## config.mk

```make
export PLATFORM = sky130hd
export DESIGN_NAME = energy_pulse_meter
export DESIGN_NICKNAME = d
export VERILOG_FILES = /design/src/logic/pulse_meter_pkg.sv /design/src/logic/energy_pulse_meter.sv /design/src/logic/pulse_edge_sync.sv
export SDC_FILE = /design/constraint.sdc
export NUM_CORES = 1
export LEC_CHECK = 0
export BUFFER_PORTS_ARGS = -buffer_cell sky130_fd_sc_hd__buf_2
export CORE_MARGIN = 2
export CORE_UTILIZATION = 55
export DETAILED_ROUTE_END_ITERATION = 16
export GPL_ROUTABILITY_DRIVEN = 0
export PLACE_DENSITY = 0.75
export SYNTH_ARGS = -nofsm -noshare
export SYNTH_HDL_FRONTEND = slang
export SYNTH_HIERARCHICAL = 1
export SYNTH_SLANG_ARGS = --single-unit
```

## constraint.sdc

```tcl
create_clock -name mclk -period 20.7 [get_ports mclk]
set_input_delay 3.105 -clock mclk [delete_from_list [all_inputs] [get_ports mclk]]
set_output_delay 3.105 -clock mclk [all_outputs]
set_load 0.03 [all_outputs]
```

## src/logic/pulse_meter_pkg.sv

```systemverilog
package pulse_meter_pkg;

  // ************************************************************
  // period selection codes
  // ************************************************************
  typedef enum logic [2:0] {
    per_off = 3'h0,  // no boundaries, no reports
    per_5   = 3'h1,
    per_10  = 3'h2,
    per_15  = 3'h3,
    per_30  = 3'h4,
    per_60  = 3'h5
  } period_t;

  // ************************************************************
  // widths and defaults
  // ************************************************************
  localparam int          total_w       = 48;             // energy total width
  localparam int          scale_w       = 14;             // pulse scale width
  localparam logic [13:0] scale_min     = 14'h0001;       // least scale
  localparam logic [13:0] scale_max     = 14'h2710;       // greatest scale, 10000
  localparam logic [13:0] scale_dflt    = 14'h0064;       // default scale, 100
  localparam logic [2:0]  period_dflt   = 3'h4;           // 30 min after reset
  localparam int          n_chan        = 4;              // dem p, sup p, dem q, sup q

  // ************************************************************
  // accumulation arming states
  // ************************************************************
  typedef enum logic [1:0] {
    st_wait_start = 2'h0,  // waiting for first boundary after change
    st_run        = 2'h1   // accumulating, reports at boundaries
  } arm_t;

  // minute length of each period code
  function automatic logic [5:0] period_minutes(input logic [2:0] sel);
    case (sel)
      3'h1:    period_minutes = 6'h05;
      3'h2:    period_minutes = 6'h0a;
      3'h3:    period_minutes = 6'h0f;
      3'h4:    period_minutes = 6'h1e;
      3'h5:    period_minutes = 6'h3c;
      default: period_minutes = 6'h00;
    endcase
  endfunction

endpackage

```

## src/logic/energy_pulse_meter.sv

```systemverilog
// Notes on behaviour
// (RL1) clear input acts only in cumulation mode
// (RL2) count four pulse inputs only in impulse mode
// (RL3) report four values: Wh and VArh
// (RL4) boundaries at period multiples from midnight
// (RL5) any parameter write zeroes all totals
// (RL6) after change: wait boundary, report next one
// (RL7) periods off,5,10,15,30,60; default thirty
// (RL8) non-cumulative totals zero after each report
// (RL9) each pulse adds scale 1..10000, default 100
// (RL10) period off: no boundaries, so never arms or accumulates
module energy_pulse_meter #(
  parameter int total_w = pulse_meter_pkg::total_w
) (
  input  wire logic               mclk,
  input  wire logic               rst_n,
  input  wire logic [4:0]         rtc_hour,          // real-time clock hour, 0..23
  input  wire logic [5:0]         rtc_minute,        // real-time clock minute, 0..59
  input  wire logic               rtc_minute_tick,   // one-cycle pulse as minute rolls
  input  wire logic               param_wr,          // one-cycle parameter write strobe
  input  wire logic [2:0]         report_period_sel, // period code
  input  wire logic               impulse_mode,      // 1 = impulse input selected
  input  wire logic               cumulate_mode,     // 1 = totals cumulate
  input  wire logic [13:0]        active_scale,      // energy per active pulse
  input  wire logic [13:0]        reactive_scale,    // energy per reactive pulse
  input  wire logic               total_clear_in,    // pin: clear cumulated totals
  input  wire logic               active_demand_pulse_in,
  input  wire logic               active_supply_pulse_in,
  input  wire logic               reactive_demand_pulse_in,
  input  wire logic               reactive_supply_pulse_in,
  output logic                    report_valid,      // one-cycle report strobe
  output logic [total_w-1:0]      demand_wh,
  output logic [total_w-1:0]      supply_wh,
  output logic [total_w-1:0]      demand_varh,
  output logic [total_w-1:0]      supply_varh,
  output logic [2:0]              period_active,     // period in force
  output logic                    accumulating       // armed and running
);

  // ************************************************************
  // synchronised input edges
  // ************************************************************
  logic [3:0] pulse_rise;   // dem p, sup p, dem q, sup q
  logic       clear_rise;   // clear input edge
  logic [3:0] pulse_pins;

  assign pulse_pins = {reactive_supply_pulse_in, reactive_demand_pulse_in,
                       active_supply_pulse_in, active_demand_pulse_in};

  // one synchroniser per pulse pin
  for (genvar g = 0; g < 4; g++) begin : g_sync
    pulse_edge_sync u_sync (
      .mclk     (mclk),
      .rst_n    (rst_n),
      .pin_in   (pulse_pins[g]),
      .rise_out (pulse_rise[g])
    );
  end

  // clear pin synchroniser
  pulse_edge_sync u_clr_sync (
    .mclk     (mclk),
    .rst_n    (rst_n),
    .pin_in   (total_clear_in),
    .rise_out (clear_rise)
  );

  // ************************************************************
  // parameter registers
  // ************************************************************
  logic [2:0]  period_r,   period_nxt;
  logic        imp_r,      imp_nxt;
  logic        cum_r,      cum_nxt;
  logic [13:0] ascale_r,   ascale_nxt;
  logic [13:0] rscale_r,   rscale_nxt;

  // clamp a scale into its legal range
  function automatic logic [13:0] clamp_scale(input logic [13:0] s);
    if (s < pulse_meter_pkg::scale_min)      clamp_scale = pulse_meter_pkg::scale_min;
    else if (s > pulse_meter_pkg::scale_max) clamp_scale = pulse_meter_pkg::scale_max;
    else                                     clamp_scale = s;
  endfunction

  // capture parameters on write
  always_comb begin
    period_nxt = period_r;
    imp_nxt    = imp_r;
    cum_nxt    = cum_r;
    ascale_nxt = ascale_r;
    rscale_nxt = rscale_r;
    if (param_wr) begin
      // (RL7) unknown codes fall back to off
      period_nxt = (report_period_sel > 3'h5) ? 3'h0 : report_period_sel;
      imp_nxt    = impulse_mode;
      cum_nxt    = cumulate_mode;
      // (RL9) scale range clamp
      ascale_nxt = clamp_scale(active_scale);
      rscale_nxt = clamp_scale(reactive_scale);
    end
  end

  // parameter storage, defaults after reset
  always_ff @(posedge mclk or negedge rst_n) begin
    if (!rst_n) begin
      // (RL7) thirty minute default
      period_r <= pulse_meter_pkg::period_dflt;
      imp_r    <= 1'b1;
      cum_r    <= 1'b0;
      ascale_r <= pulse_meter_pkg::scale_dflt;
      rscale_r <= pulse_meter_pkg::scale_dflt;
    end else begin
      period_r <= period_nxt;
      imp_r    <= imp_nxt;
      cum_r    <= cum_nxt;
      ascale_r <= ascale_nxt;
      rscale_r <= rscale_nxt;
    end
  end

  // ************************************************************
  // interval boundary detection
  // ************************************************************
  logic [10:0] min_of_day;   // minutes since midnight
  logic [5:0]  per_min;      // period length in minutes
  logic        boundary;     // one-cycle boundary strobe

  assign min_of_day = 11'(rtc_hour) * 11'h03c + 11'(rtc_minute);
  assign per_min    = pulse_meter_pkg::period_minutes(period_r);

  // (RL4) multiples of period from midnight
  // (RL10) off period gives no boundary
  assign boundary = rtc_minute_tick && (per_min != 6'h00) &&
                    ((min_of_day % 11'(per_min)) == 11'h000);

  // ************************************************************
  // arming state machine
  // ************************************************************
  pulse_meter_pkg::arm_t arm_r, arm_nxt;

  // wait for first boundary after a change
  always_comb begin
    arm_nxt = arm_r;
    case (arm_r)
      pulse_meter_pkg::st_wait_start: if (boundary) arm_nxt = pulse_meter_pkg::st_run;
      pulse_meter_pkg::st_run:        arm_nxt = pulse_meter_pkg::st_run;
      default:                        arm_nxt = pulse_meter_pkg::st_wait_start;
    endcase
    // (RL6) change restarts the wait
    if (param_wr) arm_nxt = pulse_meter_pkg::st_wait_start;
  end

  // arming register
  always_ff @(posedge mclk or negedge rst_n) begin
    if (!rst_n) arm_r <= pulse_meter_pkg::st_wait_start;
    else        arm_r <= arm_nxt;
  end

  // ************************************************************
  // accumulators and report
  // ************************************************************
  logic [total_w-1:0] tot_r   [4];
  logic [total_w-1:0] tot_nxt [4];
  logic [total_w-1:0] rep_r   [4];
  logic [total_w-1:0] rep_nxt [4];
  logic               rep_v_r, rep_v_nxt;
  logic               running;
  logic               do_report;

  assign running   = (arm_r == pulse_meter_pkg::st_run);
  assign do_report = running && boundary && !param_wr;

  // totals, clears and reports
  always_comb begin
    rep_v_nxt = do_report;
    for (int i = 0; i < 4; i++) begin
      rep_nxt[i] = rep_r[i];
      tot_nxt[i] = tot_r[i];
      // (RL3) snapshot for event values
      if (do_report) rep_nxt[i] = tot_r[i];
      // (RL8) non-cumulative restart per interval
      if (do_report && !cum_r) tot_nxt[i] = '0;
      // (RL1) clear only in cumulation mode
      if (clear_rise && cum_r) tot_nxt[i] = '0;
      // (RL2) count only in impulse mode
      if (running && imp_r && pulse_rise[i])
        tot_nxt[i] = tot_nxt[i] + total_w'((i < 2) ? ascale_r : rscale_r);
      // (RL5) parameter write clears totals
      if (param_wr) tot_nxt[i] = '0;
    end
  end

  // accumulator registers
  always_ff @(posedge mclk or negedge rst_n) begin
    if (!rst_n) begin
      rep_v_r <= 1'b0;
      for (int i = 0; i < 4; i++) begin
        tot_r[i] <= '0;
        rep_r[i] <= '0;
      end
    end else begin
      rep_v_r <= rep_v_nxt;
      for (int i = 0; i < 4; i++) begin
        tot_r[i] <= tot_nxt[i];
        rep_r[i] <= rep_nxt[i];
      end
    end
  end

  assign report_valid  = rep_v_r;
  assign demand_wh     = rep_r[0];
  assign supply_wh     = rep_r[1];
  assign demand_varh   = rep_r[2];
  assign supply_varh   = rep_r[3];
  assign period_active = period_r;
  assign accumulating  = running;

  // ************************************************************
  // assertions
  // ************************************************************
  property p_clear_ignored;  // (RL1)
    @(posedge mclk) disable iff (!rst_n)
      (clear_rise && !cum_r && !param_wr && !do_report && pulse_rise == 4'h0)
        |=> (tot_r[0] == $past(tot_r[0]));
  endproperty
  a_clear_ignored: assert property (p_clear_ignored) else $error("clear acted off mode");

  property p_no_count;  // (RL2)
    @(posedge mclk) disable iff (!rst_n)
      (!imp_r && !param_wr && !do_report && !clear_rise)
        |=> (tot_r[1] == $past(tot_r[1]));
  endproperty
  a_no_count: assert property (p_no_count) else $error("count outside impulse mode");

  property p_report_value;  // (RL3)
    @(posedge mclk) disable iff (!rst_n)
      do_report |=> (report_valid && demand_varh == $past(tot_r[2]));
  endproperty
  a_report_value: assert property (p_report_value) else $error("report value wrong");

  property p_boundary_aligned;  // (RL4)
    @(posedge mclk) disable iff (!rst_n)
      report_valid |-> $past(rtc_minute_tick) && $past(per_min) != 6'h00;
  endproperty
  a_boundary_aligned: assert property (p_boundary_aligned) else $error("report off boundary");

  property p_param_clear;  // (RL5)
    @(posedge mclk) disable iff (!rst_n)
      param_wr |=> (tot_r[0] == '0 && tot_r[3] == '0 && arm_r == pulse_meter_pkg::st_wait_start);
  endproperty
  a_param_clear: assert property (p_param_clear) else $error("totals not cleared");

  property p_first_wait;  // (RL6)
    @(posedge mclk) disable iff (!rst_n)
      (!running && boundary) |=> !report_valid;
  endproperty
  a_first_wait: assert property (p_first_wait) else $error("report on first boundary");

  property p_noncum_zero;  // (RL8)
    @(posedge mclk) disable iff (!rst_n)
      (do_report && !cum_r && pulse_rise == 4'h0) |=> tot_r[1] == '0;
  endproperty
  a_noncum_zero: assert property (p_noncum_zero) else $error("total kept after report");

  property p_scale_add;  // (RL9)
    @(posedge mclk) disable iff (!rst_n)
      (running && imp_r && pulse_rise[0] && !do_report && !clear_rise && !param_wr)
        |=> tot_r[0] == $past(tot_r[0]) + total_w'($past(ascale_r));
  endproperty
  a_scale_add: assert property (p_scale_add) else $error("pulse scale not added");

  property p_off_silent;  // (RL10)
    @(posedge mclk) disable iff (!rst_n)
      (period_r == 3'h0) |-> !boundary;
  endproperty
  a_off_silent: assert property (p_off_silent) else $error("boundary while off");

  c_report:  cover property (@(posedge mclk) disable iff (!rst_n) report_valid);
  c_cum_clr: cover property (@(posedge mclk) disable iff (!rst_n) clear_rise && cum_r);
  c_arm:     cover property (@(posedge mclk) disable iff (!rst_n) param_wr ##[1:1000] running);

endmodule // energy_pulse_meter

```

## src/logic/pulse_edge_sync.sv

```systemverilog
// ************************************************************
// two-stage synchroniser and rising edge detector
// ************************************************************
module pulse_edge_sync (
  input  wire logic mclk,
  input  wire logic rst_n,
  input  wire logic pin_in,   // asynchronous pin
  output logic      rise_out  // one-cycle pulse on rising edge
);

  logic meta_r;   // first stage, read only by sync_r
  logic sync_r;   // second stage
  logic prev_r;   // delayed for edge detection
  logic rise_nxt;

  // edge when the synchronised level goes high
  always_comb begin
    rise_nxt = sync_r & ~prev_r;
  end

  // register chain
  always_ff @(posedge mclk or negedge rst_n) begin
    if (!rst_n) begin
      meta_r   <= 1'b0;
      sync_r   <= 1'b0;
      prev_r   <= 1'b0;
      rise_out <= 1'b0;
    end else begin
      meta_r   <= pin_in;
      sync_r   <= meta_r;
      prev_r   <= sync_r;
      rise_out <= rise_nxt;
    end
  end

endmodule // pulse_edge_sync

```

==> parameters.txt <==
Parameter                              Value

Critical path
  Cell mode on critical path ... sky130_fd_sc_hd__o21a_1
  Critical path required time ... 21170 ps
  Type of destination of the critical path ... flip-flop
  Critical Path Source Type ... primary input
  Crit path kind ... in2reg
  Crit-path max cell delay ... 570 ps
  Worst reg-to-reg path cell count ... 111
  Critical path peak fanout ... 8
  Master of the slowest instance on the critical path ... sky130_fd_sc_hd__fa_1
  Crit path arrival time ... 25010 ps

Clock tree
  Max H-tree Level ... 2
  Skew-Pair Late Insertion Delay ... 600 ps
  Maximum clock path buffer count ... 3
  Root buffer selected by CTS ... sky130_fd_sc_hd__clkbuf_16
  Total clock sinks ... 439
  Number of buffers created by CTS ... 47
  Clock tree from TritonCTS ... done
  Clk pin slew, worst setup/hold paths ... 60 ps

Routing
  First DRT Iteration DRCs ... 2039
  Drt total wl ... 82.70 mm
  Number of vias in the routed layout ... 24200
  Residual DRC count ... 0
  Vias per inst ... 6.096
  Routed wirelength normalized by instance count ... 20.83 um
  Antenna Nets Post-Route ... 0
  Detailed-routing iteration count for the pre-antenna-repair pass ... 6

STA
  Setup repair after global routing missed its margin ... true
  Slack of the critical path ... -3845 ps
  Maximum clock frequency ... 0.04074 GHz
  Setup-violating endpoint count in the final report ... 386
  Fin crit period ... 24540 ps
  Ratio of final minimum period to clock period ... 118.6%
  Total Negative Setup Slacks ... -992350 ps
  Worst-case clock skew ... 23.82 ps
  Worst slew margin ... 30.65%
  Final Hold Viols ... 0
  Transition time of the tightest slew-check pin ... 1032 ps
  Final slew viol count ... 0

Min path
  Cells on Worst Hold Path ... 0
  Hold Path Class ... reg2reg

Final layout
  Final std cells w/o fill ... 3970
  Area growth, synth to finish ... 40.76%
  Layout cell share with drive strength beyond 1 ... 43.57%
  Number of nets in the finished design ... 3511

Die
  Width of the die ... 219.5 um
  Total die area ... 0.04818 sq mm
  Number of primary I/O pins ... 250
  Rows ... 78
  Initial standard-cell utilization of the core ... 56.05%
  Die height ... 219.5 um
  Core footprint ... 0.04558 sq mm

Synthesis
  Warning count from the yosys run ... 6
  Most used flip-flop cell after synthesis ... sky130_fd_sc_hd__dfrtp_1
  Sequential fraction of the synthesis area ... 43.05%
  Count of flip-flops with a built-in enable after synthesis ... 0
  Library cells used by synthesis ... 105
  Post-synthesis sequential element count ... 439
  Netlist Area Pre-Place ... 0.02554 sq mm
  Average cell area after synthesis ... 9.935 sq um
  FFs w/ async S/R, synth ... 100.0%
  Net count after synthesis ... 2748
  Cell count after synthesis ... 2571

Global route
  Initial antenna violation count ... 0
  GRT overflow ... 0
  Overall track demand over capacity in global routing ... 32.58%
  First-pass GRT wire length ... 126.4 mm
  Pin count of the biggest net entering global routing ... 172
  Via count of the first global-routing pass ... 24780

Job
  Max cap viols ... 0

Placement
  Number of placed cells counting well taps ... 3747
  Number of input and output port buffers inserted ... 249
  Detail Placement HPWL ... 53.82 mm
  Pre-CTS setup slack ... -3948 ps

Run status
  Failing checks ... setup timing
  Outcome ... complete, but fails checks
cells in the mapped netlist, types with 8 or more instances:
cell type                  number  share of area [%]
sky130_fd_sc_hd__and2_1        20               0.49
sky130_fd_sc_hd__or2_2          9               0.22
sky130_fd_sc_hd__o21a_1        40                1.2
sky130_fd_sc_hd__mux2i_1       28                1.1
sky130_fd_sc_hd__o21bai_1      15               0.44
sky130_fd_sc_hd__nand2b_1      17               0.42
sky130_fd_sc_hd__fa_1          13                1.0
sky130_fd_sc_hd__nor4_1        11               0.27
sky130_fd_sc_hd__or3_1         48                1.2
sky130_fd_sc_hd__o22ai_1       10               0.24
sky130_fd_sc_hd__a21oi_1      145                2.8
sky130_fd_sc_hd__xor2_1        44                1.5
sky130_fd_sc_hd__xnor2_1       94                3.2
sky130_fd_sc_hd__a22o_1        12               0.41
sky130_fd_sc_hd__inv_1         94                1.4
sky130_fd_sc_hd__nor3_1        45               0.88
sky130_fd_sc_hd__and4_1         9               0.31
sky130_fd_sc_hd__ha_1         111                5.4
sky130_fd_sc_hd__a211oi_1      14               0.41
sky130_fd_sc_hd__mux2_2       204                9.0
sky130_fd_sc_hd__nand3_1       94                1.8
sky130_fd_sc_hd__and3_1       104                2.5
sky130_fd_sc_hd__dfstp_2        8               0.82
sky130_fd_sc_hd__or4_1         18               0.53
sky130_fd_sc_hd__a21o_1        23               0.68
sky130_fd_sc_hd__nor2_1       206                3.0
sky130_fd_sc_hd__o31ai_1       22               0.65
sky130_fd_sc_hd__nand2_1      224                3.3
sky130_fd_sc_hd__a31oi_1       15               0.37
sky130_fd_sc_hd__dfrtp_1      431                 42
sky130_fd_sc_hd__nand4_1       51                1.2
sky130_fd_sc_hd__buf_2         11               0.22
sky130_fd_sc_hd__o21ai_0       79                1.5
sky130_fd_sc_hd__nand3b_1       9               0.26
sky130_fd_sc_hd__o21ai_1        8               0.16
sky130_fd_sc_hd__buf_1          8               0.12
sky130_fd_sc_hd__a31o_2         8               0.27
sky130_fd_sc_hd__nor2b_1       16               0.39
sky130_fd_sc_hd__maj3_1        10               0.39
sky130_fd_sc_hd__clkbuf_1      92                1.4
kinds of logic after synthesis:
logic type,synth area share [%]
multiplexers,10.09
AND/OR/NAND/NOR,18.31
adder cells (fa/ha/maj),6.848
buffers and inverters,3.184
AO/OA/AOI/OAI,13.79
XOR/XNOR,4.732
flip-flops,43.05
layout by cell type (no fill, tap or decap), types with 11 or more instances in the layout:
cell and instances:
sky130_fd_sc_hd__and2_1 19, sky130_fd_sc_hd__a22o_1 12, sky130_fd_sc_hd__or4_1 13, sky130_fd_sc_hd__or3_4 11, sky130_fd_sc_hd__and3_4 14, sky130_fd_sc_hd__nand3_1 73, sky130_fd_sc_hd__nand4_1 51, sky130_fd_sc_hd__clkinv_2 14
sky130_fd_sc_hd__mux2_2 15, sky130_fd_sc_hd__o21ai_0 46, sky130_fd_sc_hd__nor2_2 16, sky130_fd_sc_hd__nor3_1 35, sky130_fd_sc_hd__nor2b_1 14, sky130_fd_sc_hd__buf_4 535, sky130_fd_sc_hd__mux2_4 189, sky130_fd_sc_hd__xor2_1 43
sky130_fd_sc_hd__and3_1 91, sky130_fd_sc_hd__nand2_1 213, sky130_fd_sc_hd__o21a_1 37, sky130_fd_sc_hd__a21o_1 23, sky130_fd_sc_hd__o31ai_2 11, sky130_fd_sc_hd__a21oi_2 59, sky130_fd_sc_hd__ha_4 25, sky130_fd_sc_hd__dfrtp_1 431
sky130_fd_sc_hd__buf_12 15, sky130_fd_sc_hd__a21oi_1 82, sky130_fd_sc_hd__buf_2 245, sky130_fd_sc_hd__nand2b_1 17, sky130_fd_sc_hd__ha_1 86, sky130_fd_sc_hd__o21ai_1 25, sky130_fd_sc_hd__buf_6 28, sky130_fd_sc_hd__inv_1 92
sky130_fd_sc_hd__or3_1 38, sky130_fd_sc_hd__nor2_1 181, sky130_fd_sc_hd__clkbuf_16 50, sky130_fd_sc_hd__o21ai_2 12, sky130_fd_sc_hd__mux2i_1 25, sky130_fd_sc_hd__xnor2_1 85, sky130_fd_sc_hd__nand3_2 17
layer usage:
metal	part of all wire [%]	global-route usage (%)	vias to the layer above	routed length, um
met5	0	0	-	0
met4	5.0	16.15	0	4133
met3	7.4	6.432	308	6147
met2	49	54.86	1112	40270
met1	39	39.99	12000	32150
li1	-	-	10780	-
cell type report:
cell class / count / area [sq um]
clock inverter: 20 / 173.9
tap: 600 / 750.7
multi-input combinational: 1925 / 16380
timing repair buffer: 826 / 5913
inverter: 95 / 356.6
antenna: 1 / 2.502
clock buffer: 64 / 1383
fill: 2736 / 9622
sequential: 439 / 11000
sequential cells by signal, indices dropped and copies added (netlist names):
signal	flops
demand_varh	48
report_valid	1
arm_r	1
g_sync.u_sync/sync_r	4
cum_r	1
u_clr_sync/sync_r	1
rscale_r	14
u_clr_sync/rise_out	1
g_sync.u_sync/meta_r	4
ascale_r	14
imp_r	1
supply_wh	48
tot_r	192
supply_varh	48
u_clr_sync/prev_r	1
u_clr_sync/meta_r	1
period_active	3
g_sync.u_sync/prev_r	4
g_sync.u_sync/rise_out	4
demand_wh	48
stage by stage:
step	util (%)	hold slack, ps	cell area (sq um)
finish	78.89	348.7	35950
global route	78.88	356.3	35950
CTS	76.12	350.2	34690
detailed placement	70.33	337.2	32060
global placement	70.33	333.5	32060
floorplan	-	331.2	27480
critical path, delay by kind of cell:
family,cells,cell delay [ps]
and+or+nand+nor,33,4700
muxes,3,830
adders and majority gates,16,5170
buffers and inverters,11,1190
AOI/OAI and AO/OA,53,9640
xor gates and xnor gates,2,320
worst paths after layout:
path                                                    from                                 to  slack [ps]
max reg2reg                     period_active[1]$_DFFE_PN0P_                tot_r[62]$_DFF_PN0_        -320
min in group asynchronous                              rst_n          demand_wh[25]$_DFFE_PN0N_        2600
max in group asynchronous                              rst_n                tot_r[27]$_DFF_PN0_       16510
min                        g_sync[1].u_sync/meta_r$_DFF_PN0_  g_sync[1].u_sync/sync_r$_DFF_PN0_         350
min reg2reg                g_sync[1].u_sync/meta_r$_DFF_PN0_  g_sync[1].u_sync/sync_r$_DFF_PN0_         350
max                                              rtc_hour[0]                tot_r[62]$_DFF_PN0_       -3840
timing repair:
action,4_1_cts,5_1_grt
endpoints found under the setup margin,386,386
cloned,3,1
hold buffers,0,0
pin swaps,95,137
setup buffers,79,56
resized for setup,92,171
Power is not shown: default switching activity piles up to over one toggle a cycle in this logic, so the estimate is an artifact.
